**src/rtl/vin_ov_pkg.sv**
```systemverilog
// Shared constants and types for the input overvoltage fault response block.
// Assumes one 50 MHz core clock; volts are carried as unsigned fixed point, 8 fraction bits.
package vin_ov_pkg;

   // ************************************************************
   // Command codes and reset values
   // ************************************************************
   localparam logic [7:0]  CMD_OV_RESPONSE = 8'h56;
   localparam logic [7:0]  CMD_OV_WARN     = 8'h57;
   localparam logic [7:0]  RESP_RESET      = 8'h80;
   localparam logic [15:0] WARN_RESET      = 16'hD3E0;

   // ************************************************************
   // Field positions of the response byte
   // ************************************************************
   localparam int ACT_MSB   = 7;
   localparam int ACT_LSB   = 6;
   localparam int RETRY_MSB = 5;
   localparam int RETRY_LSB = 3;
   localparam int DELAY_MSB = 2;
   localparam int DELAY_LSB = 0;
   localparam logic [1:0] ACT_DISABLE_RETRY = 2'h2;
   localparam logic [2:0] RETRY_NONE        = 3'h0;

   // ************************************************************
   // Linear-11 layout and volt scaling
   // ************************************************************
   localparam int EXP_MSB   = 15;
   localparam int EXP_LSB   = 11;
   localparam int MANT_MSB  = 10;
   localparam int FRAC_BITS = 8;
   localparam int VIN_MAX_V = 18;
   localparam logic [33:0] VIN_MAX_CODE = 34'(VIN_MAX_V * (1 << FRAC_BITS));

   // ************************************************************
   // Retry timing
   // ************************************************************
   localparam int CLK_HZ        = 50_000_000;
   localparam int RETRY_UNIT_MS = 35;
   localparam int RETRY_UNIT_CYC = RETRY_UNIT_MS * (CLK_HZ / 1000);
   localparam int DIV_W         = 21;

   // ************************************************************
   // Types
   // ************************************************************
   typedef enum logic [1:0] {RUN_ST, WAIT_ST, LATCH_ST, STOP_ST} run_state_t;

   typedef struct packed {
      logic vin_ov_fault;    // Input status, fault bit
      logic vin_ov_warn;     // Input status, warning bit
      logic none_of_above;   // Status word
      logic input_sum;       // Status word, input summary
   } status_bits_t;

endpackage : vin_ov_pkg

```
**src/rtl/linear11_decode.sv**
```systemverilog
// Linear-11 to fixed-point volts decoder with range check.
// Pure combinational; the caller registers whatever it keeps.
`timescale 1ns/10ps
`default_nettype none
module linear11_decode
   import vin_ov_pkg::*;
(
   // Encoded word
   input  wire logic [15:0] word_i,
   // Decoded value
   output logic      [15:0] volts_o,
   output logic             in_range_o
);

   logic signed [5:0] shift;
   logic        [33:0] mag;
   logic        [33:0] full;

   // Value is Y times two to the N, scaled by 2^8
   always_comb
   begin
      shift = $signed({word_i[EXP_MSB], word_i[EXP_MSB:EXP_LSB]}) + 6'sd8;
      mag   = {24'h000000, word_i[MANT_MSB-1:0]};
      if (shift >= 6'sd0)
         full = mag << shift[4:0];
      else
         full = mag >> 5'(-shift);
      volts_o    = full[15:0];
      // Negative mantissa lies below 0 V; large values above the limit
      in_range_o = !word_i[MANT_MSB] && (full <= VIN_MAX_CODE);
   end

endmodule : linear11_decode
`default_nettype wire

```
**src/rtl/vin_ov_response.sv**
```systemverilog
// Input overvoltage fault response and warning for one power output.
// Assumes vin_meas_i, vin_ov_fault_i and the stop inputs come from core-clock logic.
//
// Functional notes
// - Response code 10 disables output, then retries.
// - Fault pulls alert low, sets fault bit.
// - Fault bits cleared only by clear-faults.
// - Retry mode 000 keeps output off.
// - Under code 10, nonzero retry mode restarts until stopped.
// - Restart only once input below warning.
// - Attempts spaced by (delay+1) times 35ms.
// - Above warning sets status bits, alerts host.
// - Out-of-range warning writes are refused.
// - Threshold is Linear-11, Y times 2^N.
`timescale 1ns/10ps
`default_nettype none
module vin_ov_response
   import vin_ov_pkg::*;
#(
   parameter int UNIT_CYCLES = RETRY_UNIT_CYC
)
(
   // Clock and reset
   input  wire logic         core_clk_i,
   input  wire logic         reset_i,
   // Command write and read
   input  wire logic         cmd_wr_i,
   input  wire logic [7:0]   cmd_code_i,
   input  wire logic [15:0]  cmd_data_i,
   input  wire logic [7:0]   rd_code_i,
   input  wire logic         clear_faults_i,
   output logic      [15:0]  rd_data_o,
   output logic              wr_reject_o,
   // Measurement and fault detect
   input  wire logic [15:0]  vin_meas_i,
   input  wire logic         vin_ov_fault_i,
   // Stop conditions
   input  wire logic         cmd_off_i,
   input  wire logic         bias_lost_i,
   input  wire logic         other_fault_i,
   // Outputs
   output logic              output_on_o,
   output logic              alert_out_n_o,
   output var status_bits_t  status_o
);

   // ************************************************************
   // Elaboration checks
   // ************************************************************
   if (UNIT_CYCLES < 1 || UNIT_CYCLES >= (1 << DIV_W))
      $error("UNIT_CYCLES out of range for the divider");

   localparam logic [DIV_W-1:0] DIV_LAST = DIV_W'(UNIT_CYCLES - 1);

   typedef struct packed {
      run_state_t         st;
      logic [7:0]         resp;
      logic [15:0]        warn;
      status_bits_t       stat;
      logic [DIV_W-1:0]   div;
      logic [3:0]         units;
      logic [15:0]        rd_data;
      logic               reject;
      logic [31:0]        off_cyc;     // Cycles spent off; only the assertions read it
   } ovr_state_t;

   ovr_state_t st_ff;
   ovr_state_t nxt_st;

   logic [15:0] thr_volts;
   logic        wr_ok;
   logic        tick;
   logic        delay_done;
   logic        below_warn;
   logic        above_warn;
   logic        stop_req;

   // ************************************************************
   // Threshold decoders
   // ************************************************************
   linear11_decode thr_dec (
      .word_i     (st_ff.warn),
      .volts_o    (thr_volts),
      .in_range_o ()               // Stored word was range checked on write
   );

   linear11_decode wr_dec (
      .word_i     (cmd_data_i),
      .volts_o    (),              // Only the verdict of a write is needed
      .in_range_o (wr_ok)
   );

   // ************************************************************
   // Next-state logic
   // ************************************************************
   // Comparisons and retry pacing terms
   assign below_warn = vin_meas_i < thr_volts;
   assign above_warn = vin_meas_i > thr_volts;
   assign tick       = (st_ff.div == DIV_LAST);    // One 35ms step
   assign delay_done = st_ff.units >= ({1'b0, st_ff.resp[DELAY_MSB:DELAY_LSB]} + 4'h1);
   assign stop_req   = cmd_off_i | bias_lost_i | other_fault_i;

   always_comb
   begin
      nxt_st        = st_ff;
      nxt_st.reject = 1'b0;
      // Off-time count restarts whenever the output runs
      nxt_st.off_cyc = (st_ff.st == RUN_ST) ? 32'h0 : st_ff.off_cyc + 32'h1;

      // Settings writes; a bad threshold leaves the old one in place
      if (cmd_wr_i && cmd_code_i == CMD_OV_RESPONSE)
         nxt_st.resp = cmd_data_i[7:0];
      if (cmd_wr_i && cmd_code_i == CMD_OV_WARN)
      begin
         if (wr_ok)
            nxt_st.warn = cmd_data_i;
         else
            nxt_st.reject = 1'b1;
      end

      // Read mux, registered so data never glitches
      case (rd_code_i)
         CMD_OV_RESPONSE: nxt_st.rd_data = {8'h00, st_ff.resp};
         CMD_OV_WARN:     nxt_st.rd_data = st_ff.warn;
         default:         nxt_st.rd_data = 16'h0000;
      endcase

      // Sticky status; clear first so a same-cycle event wins
      if (clear_faults_i)
         nxt_st.stat = '0;
      if (vin_ov_fault_i)
      begin
         nxt_st.stat.vin_ov_fault  = 1'b1;
         nxt_st.stat.none_of_above = 1'b1;
         nxt_st.stat.input_sum     = 1'b1;
      end
      if (above_warn)
      begin
         nxt_st.stat.vin_ov_warn   = 1'b1;
         nxt_st.stat.none_of_above = 1'b1;
         nxt_st.stat.input_sum     = 1'b1;
      end

      // Retry pacing divider, free only while waiting
      if (st_ff.st == WAIT_ST)
      begin
         nxt_st.div = tick ? '0 : st_ff.div + 1'b1;
         if (tick && !delay_done)
            nxt_st.units = st_ff.units + 4'h1;
      end
      else
      begin
         nxt_st.div   = '0;
         nxt_st.units = 4'h0;
      end

      case (st_ff.st)
         RUN_ST:
         begin
            if (vin_ov_fault_i)
            begin
               // Unused action codes latch off like a no-retry setting
               if (st_ff.resp[ACT_MSB:ACT_LSB] == ACT_DISABLE_RETRY &&
                   st_ff.resp[RETRY_MSB:RETRY_LSB] != RETRY_NONE)
                  nxt_st.st = WAIT_ST;
               else
                  nxt_st.st = LATCH_ST;
            end
         end
         WAIT_ST:
         begin
            if (stop_req)
               nxt_st.st = STOP_ST;
            else if (delay_done && below_warn && !vin_ov_fault_i)
               nxt_st.st = RUN_ST;
         end
         LATCH_ST, STOP_ST:
         begin
            if (clear_faults_i)
               nxt_st.st = RUN_ST;
         end
         default: nxt_st.st = LATCH_ST;
      endcase
   end

   // ************************************************************
   // State register
   // ************************************************************
   always_ff @(posedge core_clk_i or posedge reset_i)
   begin
      if (reset_i)
      begin
         st_ff      <= '0;
         st_ff.st   <= RUN_ST;
         st_ff.resp <= RESP_RESET;
         st_ff.warn <= WARN_RESET;
      end
      else
         st_ff <= nxt_st;
   end

   // Outputs; alert follows the sticky bits until cleared
   assign output_on_o   = (st_ff.st == RUN_ST);
   assign alert_out_n_o = !(st_ff.stat.vin_ov_fault | st_ff.stat.vin_ov_warn);
   assign status_o      = st_ff.stat;
   assign rd_data_o     = st_ff.rd_data;
   assign wr_reject_o   = st_ff.reject;
endmodule : vin_ov_response
`default_nettype wire

```
**config.mk**
```make
export PLATFORM = sky130hd
export DESIGN_NAME = vin_ov_response
export DESIGN_NICKNAME = d
export VERILOG_FILES = /design/src/rtl/vin_ov_pkg.sv /design/src/rtl/linear11_decode.sv /design/src/rtl/vin_ov_response.sv
export SDC_FILE = /design/constraint.sdc
export NUM_CORES = 1
export LEC_CHECK = 0
export BUFFER_PORTS_ARGS = -buffer_cell sky130_fd_sc_hd__buf_2
export CAP_MARGIN = 15
export CORE_AREA = 8 8 89 131
export CTS_BUF_LIST = sky130_fd_sc_hd__clkbuf_8
export CTS_CLUSTER_DIAMETER = 40
export DETAILED_ROUTE_END_ITERATION = 8
export DIE_AREA = 0 0 97 139
export GPL_TIMING_DRIVEN = 0
export PLACE_DENSITY = 0.85
export SYNTH_ARGS = -nofsm -noshare
export SYNTH_HDL_FRONTEND = slang
export SYNTH_SLANG_ARGS = --single-unit
```
**constraint.sdc**
```tcl
create_clock -name core_clk_i -period 11.8 [get_ports core_clk_i]
set_input_delay 1.18 -clock core_clk_i [delete_from_list [all_inputs] [get_ports core_clk_i]]
set_output_delay 1.18 -clock core_clk_i [all_outputs]
set_load 0.01 [all_outputs]
```
==> results of run 1 <==
per-stage QoR:
stage          area (µm²)  total power [W]  instances
6_report             6190         0.000535        810
5_1_grt              6190         0.000559        810
4_1_cts              6190         0.000537        810
3_5_place_dp         5990         0.000343        794
3_3_place_gp         5970         0.000340        793
2_1_floorplan        5450         0.000312        602
kinds of logic after synthesis:
logic type | Yosys count | share of synthesized area
adders and majority gates | 27 | 0.0620
AOI/OAI and AO/OA | 119 | 0.144
DFF | 71 | 0.328
muxes | 66 | 0.146
and+or+nand+nor | 220 | 0.201
xor gates and xnor gates | 30 | 0.0482
buffers and inverters | 69 | 0.0718
synthesized netlist by cell type (10+ instances only):
master     n  share of area
o22ai_1   12          0.014
clkbuf_1  16          0.011
xnor2_1   15          0.024
nand3_1   18          0.017
and2_1    10          0.011
nor2_1    62          0.043
buf_4     20          0.028
dfrtp_1   62           0.28
nor3_1    14          0.013
ha_1      27          0.062
o21ai_0   21          0.019
inv_1     21          0.014
xor2_1    15          0.024
nand2_1   55          0.038
nor2b_1   13          0.015
nand4_1   10          0.011
a21oi_1   28          0.026
a21o_1    12          0.017
mux2i_1   37          0.068
mux2_2    17          0.035
where the power goes:
group          internal [W]  switching (W)  total (W)
clock             0.0000996      0.0000959   0.000195
combinational     0.0000383      0.0000502  0.0000885
sequential         0.000247     0.00000418   0.000251
routing by layer:
metal	wire length [µm]	track usage	share of wire	up-vias
met1	5660	0.238	0.38	2329
met2	7670	0.385	0.52	205
met3	838	0.0379	0.057	42
met5	0	0	0	-
met4	623	0.110	0.042	0
li1	-	-	-	2314
worst reg2reg max path, cell delays in order (launching register included):
cell and delay [ns]:
dfstp_2 0.52, clkbuf_1 0.29, clkbuf_1 0.45, inv_1 0.24
ha_1 0.40, buf_1 0.47, mux2i_1 0.22, mux4_2 0.49
nand2_1 0.09, a22oi_1 0.07, ha_1 0.31, nor2b_1 0.13
o21a_1 0.16, o21a_1 0.16, o21a_1 0.16, o21a_1 0.17
o21bai_1 0.21, a21oi_1 0.13, a211o_1 0.28
registers in the layout (all words and copies together) (netlist names):
name / cells
st_ff: 51
status_o: 3
wr_reject_o: 1
rd_data_o: 16
cell type report:
class | count | area, µm²
fill | 820 | 3660
multi-input combinational | 462 | 3270
sequential | 71 | 1790
timing repair buffer | 75 | 390
buffer | 47 | 309
tap | 117 | 146
clock buffer | 9 | 124
inverter | 22 | 82.6
clock inverter | 7 | 80.1
worst min-delay path by stage:
stage               cells after the start       from             to
CTS                                     1  st_ff[88]  rd_data_o[10]
finish                                  1  st_ff[88]  rd_data_o[10]
floorplan                               1  st_ff[53]      st_ff[53]
global route                            1  st_ff[53]      st_ff[53]
detailed placement                      1  st_ff[88]  rd_data_o[10]
global placement                        1  st_ff[53]      st_ff[53]
==> results.md, run 1 <==
- Total CTS buffers: 9
- Gates resized, CTS repair: 0
- Post-synthesis sequential area ratio: 0.328
- Mapped Nets: 685
- Final period util: 0.430
- Synthesized area per cell: 9.06 µm²
- Hold crit path type: reg -> reg
- Worst vdd ir: 0.0776 mV
- GP Congestion: 0.917
- Worst Max-Slew Pin Slew: 0.838 ns
- Initial DRC Count: 304
- Final core occ: 0.629
- Distinct cells, synth: 65
- Post-Route WL: 14800 µm
- Critical path class: reg -> reg
- Post-synth ARST share: 1.00
- WP data arrival: 5.31 ns
- Port Buffer Count: 74
- CTS tree: built
- H-tree level count: 3
- Fmax: 0.197 GHz
- Critical Path End: status_o[1]
- PD cells: 86.4 nW/µm²
- Post-Syn Area: 5450 µm²
- Slew Viols, Final: 0
- R2R depth: 18
- Vias in the first global route: 4969
- GRT overflow: 0
- Post-synth EDFFs: 0
- CTS Sinks: 71
- Yosys warning total: 0
- Syn Inst Count: 602
- Chip Height: 139 µm
- Crit Path Max Fanout: 10
- CP Cell Sequence: clkbuf_1, clkbuf_1, inv_1, ha_1, buf_1, mux2i_1, mux4_2, nand2_1, a22oi_1, ha_1, nor2b_1, o21a_1, o21a_1, o21a_1, o21a_1, o21bai_1, a21oi_1, a211o_1
- Core area: 9850 µm²
- Clk_lat worst skew: 0.35 ns
- Crit path launch: st_ff[90]
- CTS Buffer Depth: 2
- Layout cell share with drive strength beyond 1: 0.237
- CP max stage delay: 0.52 ns
- Clk slew on worst S/H paths: 0.07 ns
- DIE WIDTH: 97 µm
- Num ports: 79
- CP most frequent cell: o21a_1
- # DRC: 0
- Nets@finish: 771
- TritonRoute pass-1 iters: 5
- Starting Density: 0.553
- CP endpoint kind: flop
- CP top delay family: buffers and inverters
- Reg-to-Reg Start: st_ff[90]
- Pre-CTS WS: 6.82 ns
- Most frequent cells in the layout: 75 x buf_2, 62 x nor2_1, 62 x dfrtp_1, 55 x nand2_1, 37 x mux2i_1
- Tmin final: 5.08 ns
- Max-cap check violation count: 0
- Critical Path Stages: 18
- N_diodes: 0
- DIE AREA: 13500 µm²
- Static Leak: 2.84 nW
- Syn-to-layout area delta: 13.6%
- Routed Antenna Nets: 0
- Post-CTS Setup Repair Bufs: 0
- Row cnt: 45
- FF-to-FF setup slack: 6.72 ns
- Pin count of the biggest net entering global routing: 46
- Wire per inst: 18.3 µm
- CP Launch Type: flop
- Endpoints failing hold: 0
- Required time worst endpoint: 12.03 ns
- Clock Tree Root: clkbuf_8
- DP HPWL: 11700 µm
- Count of final setup violators: 0
- Initial antenna violation count: 0
- Crit path buf inv count: 4
- Synthesis-stage register bit count: 71
- Post-synth top flop: dfrtp_1
- First-pass GRT wire length: 24300 µm
- Fin Setup TNS: 0 ns
- Clock skew: 0.0145 ns
- Unrepaired setup endpoints after global routing: false
- Vias: 4890
- Reg-to-reg critical path endpoint: status_o[1]
- Worst rel slew slack: 0.434
- Commonest non-fill, non-tap cell in the layout: buf_2
- Fin worst setup slack: 6.72 ns
- Run status: complete, no violations
- Total track usage: 0.216
- Cts hold-fix bufs: 0
- Critical path's slowest cell: dfstp_2
- Drt via density: 6.04
- WHS: 0.503 ns
Note: power is estimated with default switching activity, not from simulation.
==> run 2, diff against run 1 <==
Settings changed: CORE_AREA 8 8 89 131 to 8 8 92 135, DIE_AREA 0 0 97 139 to 0 0 100 143, PLACE_DENSITY 0.85 to 0.84.
Clock period 11.8 ns to 4.2 ns, I/O delays scaled along.
==> results.md, run 2 (synthesis gave the netlist of run 1 again) <==
- Initial DRC Count: 299
- First-pass GRT wire length: 24300 µm
- Hold crit path type: in -> async
- H-tree level count: 3
- CP Cell Sequence: inv_1, ha_1, xnor2_1, nand2_1, o21ai_0, nand3b_1, nor3_1, a21oi_1, ha_1, a21o_1, a21o_1, a21o_1, a21o_1, a21o_1, a31oi_1, a21oi_1, a211o_1
- Final period util: 0.967
- CTS tree: built
- Clock Tree Root: clkbuf_8
- Reg-to-Reg Start: st_ff[92]
- Wire per inst: 18.0 µm
- Routed Antenna Nets: 0
- Vias in the first global route: 5027
- Crit path buf inv count: 1
- # DRC: 0
- Critical path class: reg -> reg
- Commonest non-fill, non-tap cell in the layout: buf_2
- N_diodes: 0
- Clock skew: 0.00857 ns
- Crit Path Max Fanout: 6
- Worst Max-Slew Pin Slew: 0.879 ns
- Multi-input logic area: 3300 µm²
- Critical Path Stages: 17
- FF-to-FF setup slack: 0.14 ns
- Nets@finish: 774
- Fmax: 0.246 GHz
- Endpoints failing hold: 0
- WP data arrival: 4.30 ns
- Row cnt: 46
- GRT overflow: 0
- Vias: 4930
- Starting Density: 0.521
- CTS Sinks: 71
- Port Buffer Count: 74
- Required time worst endpoint: 4.44 ns
- CTS Buffer Depth: 2
- Initial antenna violation count: 0
- Clk_lat worst skew: 0.35 ns
- DIE AREA: 14300 µm²
- CP endpoint kind: flop
- Worst rel slew slack: 0.412
- Count of final setup violators: 0
- Static Leak: 2.87 nW
- CP top delay family: compound AO/OA/AOI/OAI gates
- Core area: 10500 µm²
- Pre-CTS WS: -0.539 ns
- Slew Viols, Final: 0
- Total track usage: 0.214
- GP Congestion: 0.980
- DIE WIDTH: 100 µm
- CP max stage delay: 0.61 ns
- Chip Height: 143 µm
- Most frequent cells in the layout: 75 x buf_2, 62 x nor2_1, 62 x dfrtp_1, 55 x nand2_1, 36 x mux2i_1
- Fin Setup TNS: 0 ns
- Drt via density: 5.88
- TritonRoute pass-1 iters: 5
- Reg-to-reg critical path endpoint: status_o[1]
- Total power: 0.00146 W
- Num ports: 79
- Worst vdd ir: 0.118 mV
- Largest register FFs: 51
- Post-Route WL: 15100 µm
- Fin worst setup slack: 0.138 ns
- Pin count of the biggest net entering global routing: 42
- Critical path's slowest cell: dfstp_2
- R2R depth: 17
- Unrepaired setup endpoints after global routing: false
- Cts hold-fix bufs: 0
- Clk slew on worst S/H paths: 0.07 ns
- CP most frequent cell: a21o_1
- DP HPWL: 11800 µm
- Layout cell share with drive strength beyond 1: 0.255
- Reg with most FFs: st_ff
- Run status: complete, no violations
- Tmin final: 4.06 ns
- PD cells: 233 nW/µm²
- Total CTS buffers: 9
- CP Launch Type: flop
- Syn-to-layout area delta: 15.3%
- Max-cap check violation count: 0
- Layout fillers: 906
- Sequential Area: 1790 µm²
run 2: worst reg2reg max path: stages (launching register included):
cell	delay, ns
dfstp_2	0.61
inv_1	0.17
ha_1	0.40
xnor2_1	0.18
nand2_1	0.06
o21ai_0	0.17
nand3b_1	0.17
nor3_1	0.25
a21oi_1	0.08
ha_1	0.31
a21o_1	0.19
a21o_1	0.18
a21o_1	0.18
a21o_1	0.17
a21o_1	0.17
a31oi_1	0.25
a21oi_1	0.14
a211o_1	0.28
run 2: cell type report:
cell class,count,share of cell area
Multi-Input combinational cell,462,0.525
Tap cell,144,0.0287
Clock inverter,3,0.00279
Inverter,22,0.0131
Timing Repair Buffer,81,0.0693
Clock buffer,12,0.0263
Sequential cell,71,0.284
Buffer,44,0.0506
run 2: layer usage:
metal	global-route usage	up-vias	wire length, µm
met5	0	-	0
met4	0.111	0	609
met3	0.0429	52	967
met2	0.392	224	7960
met1	0.222	2343	5580
li1	-	2311	-
run 2: stage by stage:
stage          std cells  hold slack (ns)  area (µm²)  utilization
2_1_floorplan        602            0.425        5460            -
3_3_place_gp         820            0.438        6010        0.574
3_5_place_dp         821            0.453        6030        0.576
4_1_cts              834            0.180        6220        0.594
5_1_grt              839            0.216        6280        0.600
6_report             839            0.157        6280        0.600
run 2: report_power, final:
part	internal (W)	switching, W	total, W
clock network	0.000257	0.000246	0.000504
logic	0.000110	0.000141	0.000251
registers	0.000695	0.0000122	0.000707
run 2: worst max-delay path by stage:
stage / slack, ns / start / to
6_report: 0.14 / st_ff[92] / status_o[1]
5_1_grt: 0.04 / st_ff[90] / status_o[1]
4_1_cts: 0.007 / st_ff[90] / status_o[1]
3_5_place_dp: -0.54 / st_ff[90] / status_o[1]
3_3_place_gp: -0.48 / st_ff[90] / status_o[1]
2_1_floorplan: 0.04 / st_ff[90] / status_o[1]
run 2: repair_timing:
item / in CTS / in global routing
pin swaps: 0 / 0
setup endpoints to repair: 3 / 2
resized for setup: 4 / 11
buffers inserted: 0 / 6
==> run 3, diff against run 2 <==
Settings changed: RECOVER_POWER set to 100.
==> results.md, run 3 (synthesis gave the netlist of run 1 again) <==
- Fmax: 0.247 GHz
- DP HPWL: 11800 µm
- Failing checks: capacitance limit, slew limit
- Drt via density: 5.84
- Clk_lat worst skew: 0.35 ns
- Fin Setup TNS: 0 ns
- GRT overflow: 0
- Post-Route WL: 15200 µm
- DIE WIDTH: 100 µm
- TritonRoute pass-1 iters: 4
- Count of final setup violators: 0
- Tmin final: 4.04 ns
- Endpoints failing hold: 0
- Core area: 10500 µm²
- Clock skew: 0.00992 ns
- Vias in the first global route: 5027
- Hold crit path type: in -> reg
- Pin count of the biggest net entering global routing: 42
- Most frequent cells in the layout: 62 x nor2_1, 62 x dfrtp_1, 55 x nand2_1, 51 x buf_2, 37 x clkbuf_1
- Switch Pwr: 0.000401 W
- Crit path launch: st_ff[90]
- Row cnt: 46
- Syn-to-layout area delta: 14.0%
- Total track usage: 0.214
- Vias: 4896
- Chip Height: 143 µm
- Port Buffer Count: 74
- Worst hold stages: 2
- CP endpoint kind: flop
- Internal: 0.00106 W
- Initial DRC Count: 319
- Initial antenna violation count: 0
- Cts hold-fix bufs: 0
- CTS tree: built
- Unrepaired setup endpoints after global routing: false
- Run status: finished, violations left
- Worst Min Path Start: clear_faults_i
- CP Launch Type: flop
- Layout fillers: 927
- Final core occ: 0.593
- Clk slew on worst S/H paths: 0.07 ns
- Reg with most FFs: st_ff
- GP Congestion: 0.980
- Num ports: 79
- Seq pwr share: 0.485
- Reg-to-Reg Start: st_ff[90]
- Nets@finish: 774
- Crit Path Max Fanout: 10
- Routed Antenna Nets: 0
- Worst Max-Slew Pin Slew: 2.13 ns
- R2R depth: 17
- Required time worst endpoint: 4.44 ns
- Dpl cells: 821
- Layout cell share with drive strength beyond 1: 0.209
- Slew Viols, Final: 42
- Sw Share: 0.275
- WHS: 0.274 ns
- Starting Density: 0.521
- Design area: 6220 µm²
- Clock Tree Root: clkbuf_8
- Worst vdd ir: 0.118 mV
- Final Non-Filler Cells: 839
- Placed Area: 6030 µm²
- Critical path class: reg -> reg
- First-pass GRT wire length: 24300 µm
- Worst rel slew slack: -0.417
- WP data arrival: 4.28 ns
- Static Leak: 2.77 nW
- Largest register FFs: 51
- FF-to-FF setup slack: 0.16 ns
- Total CTS buffers: 9
- Clock share of power: 0.346
- Wire per inst: 18.1 µm
- Gate power share: 0.170
- Final period util: 0.962
- Max-cap check violation count: 1
- CTS Buffer Depth: 2
- PD cells: 235 nW/µm²
- # DRC: 0
- H-tree level count: 3
- N_diodes: 0
- CTS Sinks: 71
- DIE AREA: 14300 µm²
==> run 3: changes by cell type in the layout (fill, tap and decap cells not counted), sizes merged <==
cell    delta
clkbuf    +26
buf       -26
==> run 3: critical path, cell delays in order, from the launching register on <==
cell and delay [ns]:
dfstp_2 0.60, buf_6 0.17, inv_1 0.13, ha_2 0.40, buf_6 0.17, mux2i_1 0.12, mux4_2 0.49, nand2_1 0.09
a22oi_1 0.07, ha_1 0.31, nor2b_1 0.14, o21a_1 0.16, o21a_1 0.18, o21a_1 0.18, o21a_1 0.16, o21bai_1 0.18
a21oi_1 0.13, a211o_1 0.28
==> run 3: path summary, 6_finish.rpt <==
path                               end
hold reg to reg              st_ff[53]
min in group asynchronous  status_o[2]
setup reg to reg           status_o[1]
max in group asynchronous    st_ff[97]
setup / recovery           status_o[1]
hold / removal              st_ff[103]
==> run 3: metrics by stage <==
stage	worst slack, ns	power, W
floorplan	0.0393	0.000877
global placement	-0.481	0.000954
detailed placement	-0.539	0.000965
CTS	0.00745	0.00147
global route	0.0363	0.00152
finish	0.159	0.00146
==> run 3: power by group through the flow <==
stage	Combinational, W	Clock [W]	Sequential [W]
after floorplan	0.000163	0	0.000715
after global placement	0.000236	0	0.000718
after detailed placement	0.000246	0	0.000719
after CTS	0.000247	0.000515	0.000706
after global routing	0.000271	0.000545	0.000708
final	0.000248	0.000504	0.000707
==> run 3: final cells by class <==
cell class | count | area (µm²) | area share
tap | 144 | 180 | 0.0290
sequential | 71 | 1790 | 0.288
clock inverter | 3 | 17.5 | 0.00282
inverter | 22 | 82.6 | 0.0133
clock buffer | 12 | 165 | 0.0266
buffer | 44 | 317 | 0.0509
timing repair buffer | 81 | 390 | 0.0628
multi-input combinational | 462 | 3280 | 0.527
==> run 3: what timing repair did <==
item / 4_1_cts / 5_1_grt
buffers inserted: 0 / 6
endpoints found under the setup margin: 3 / 2
gates resized for setup: 4 / 11
==> run 3: routing by layer <==
metal  routed length, µm  vias to the layer above  share of wire  track usage
met2                8020                      197           0.53        0.392
met4                 571                        0          0.038        0.111
met1                5760                     2348           0.38        0.222
met3                 869                       47          0.057       0.0429
met5                   0                        -              0            0
li1                    -                     2304              -            -
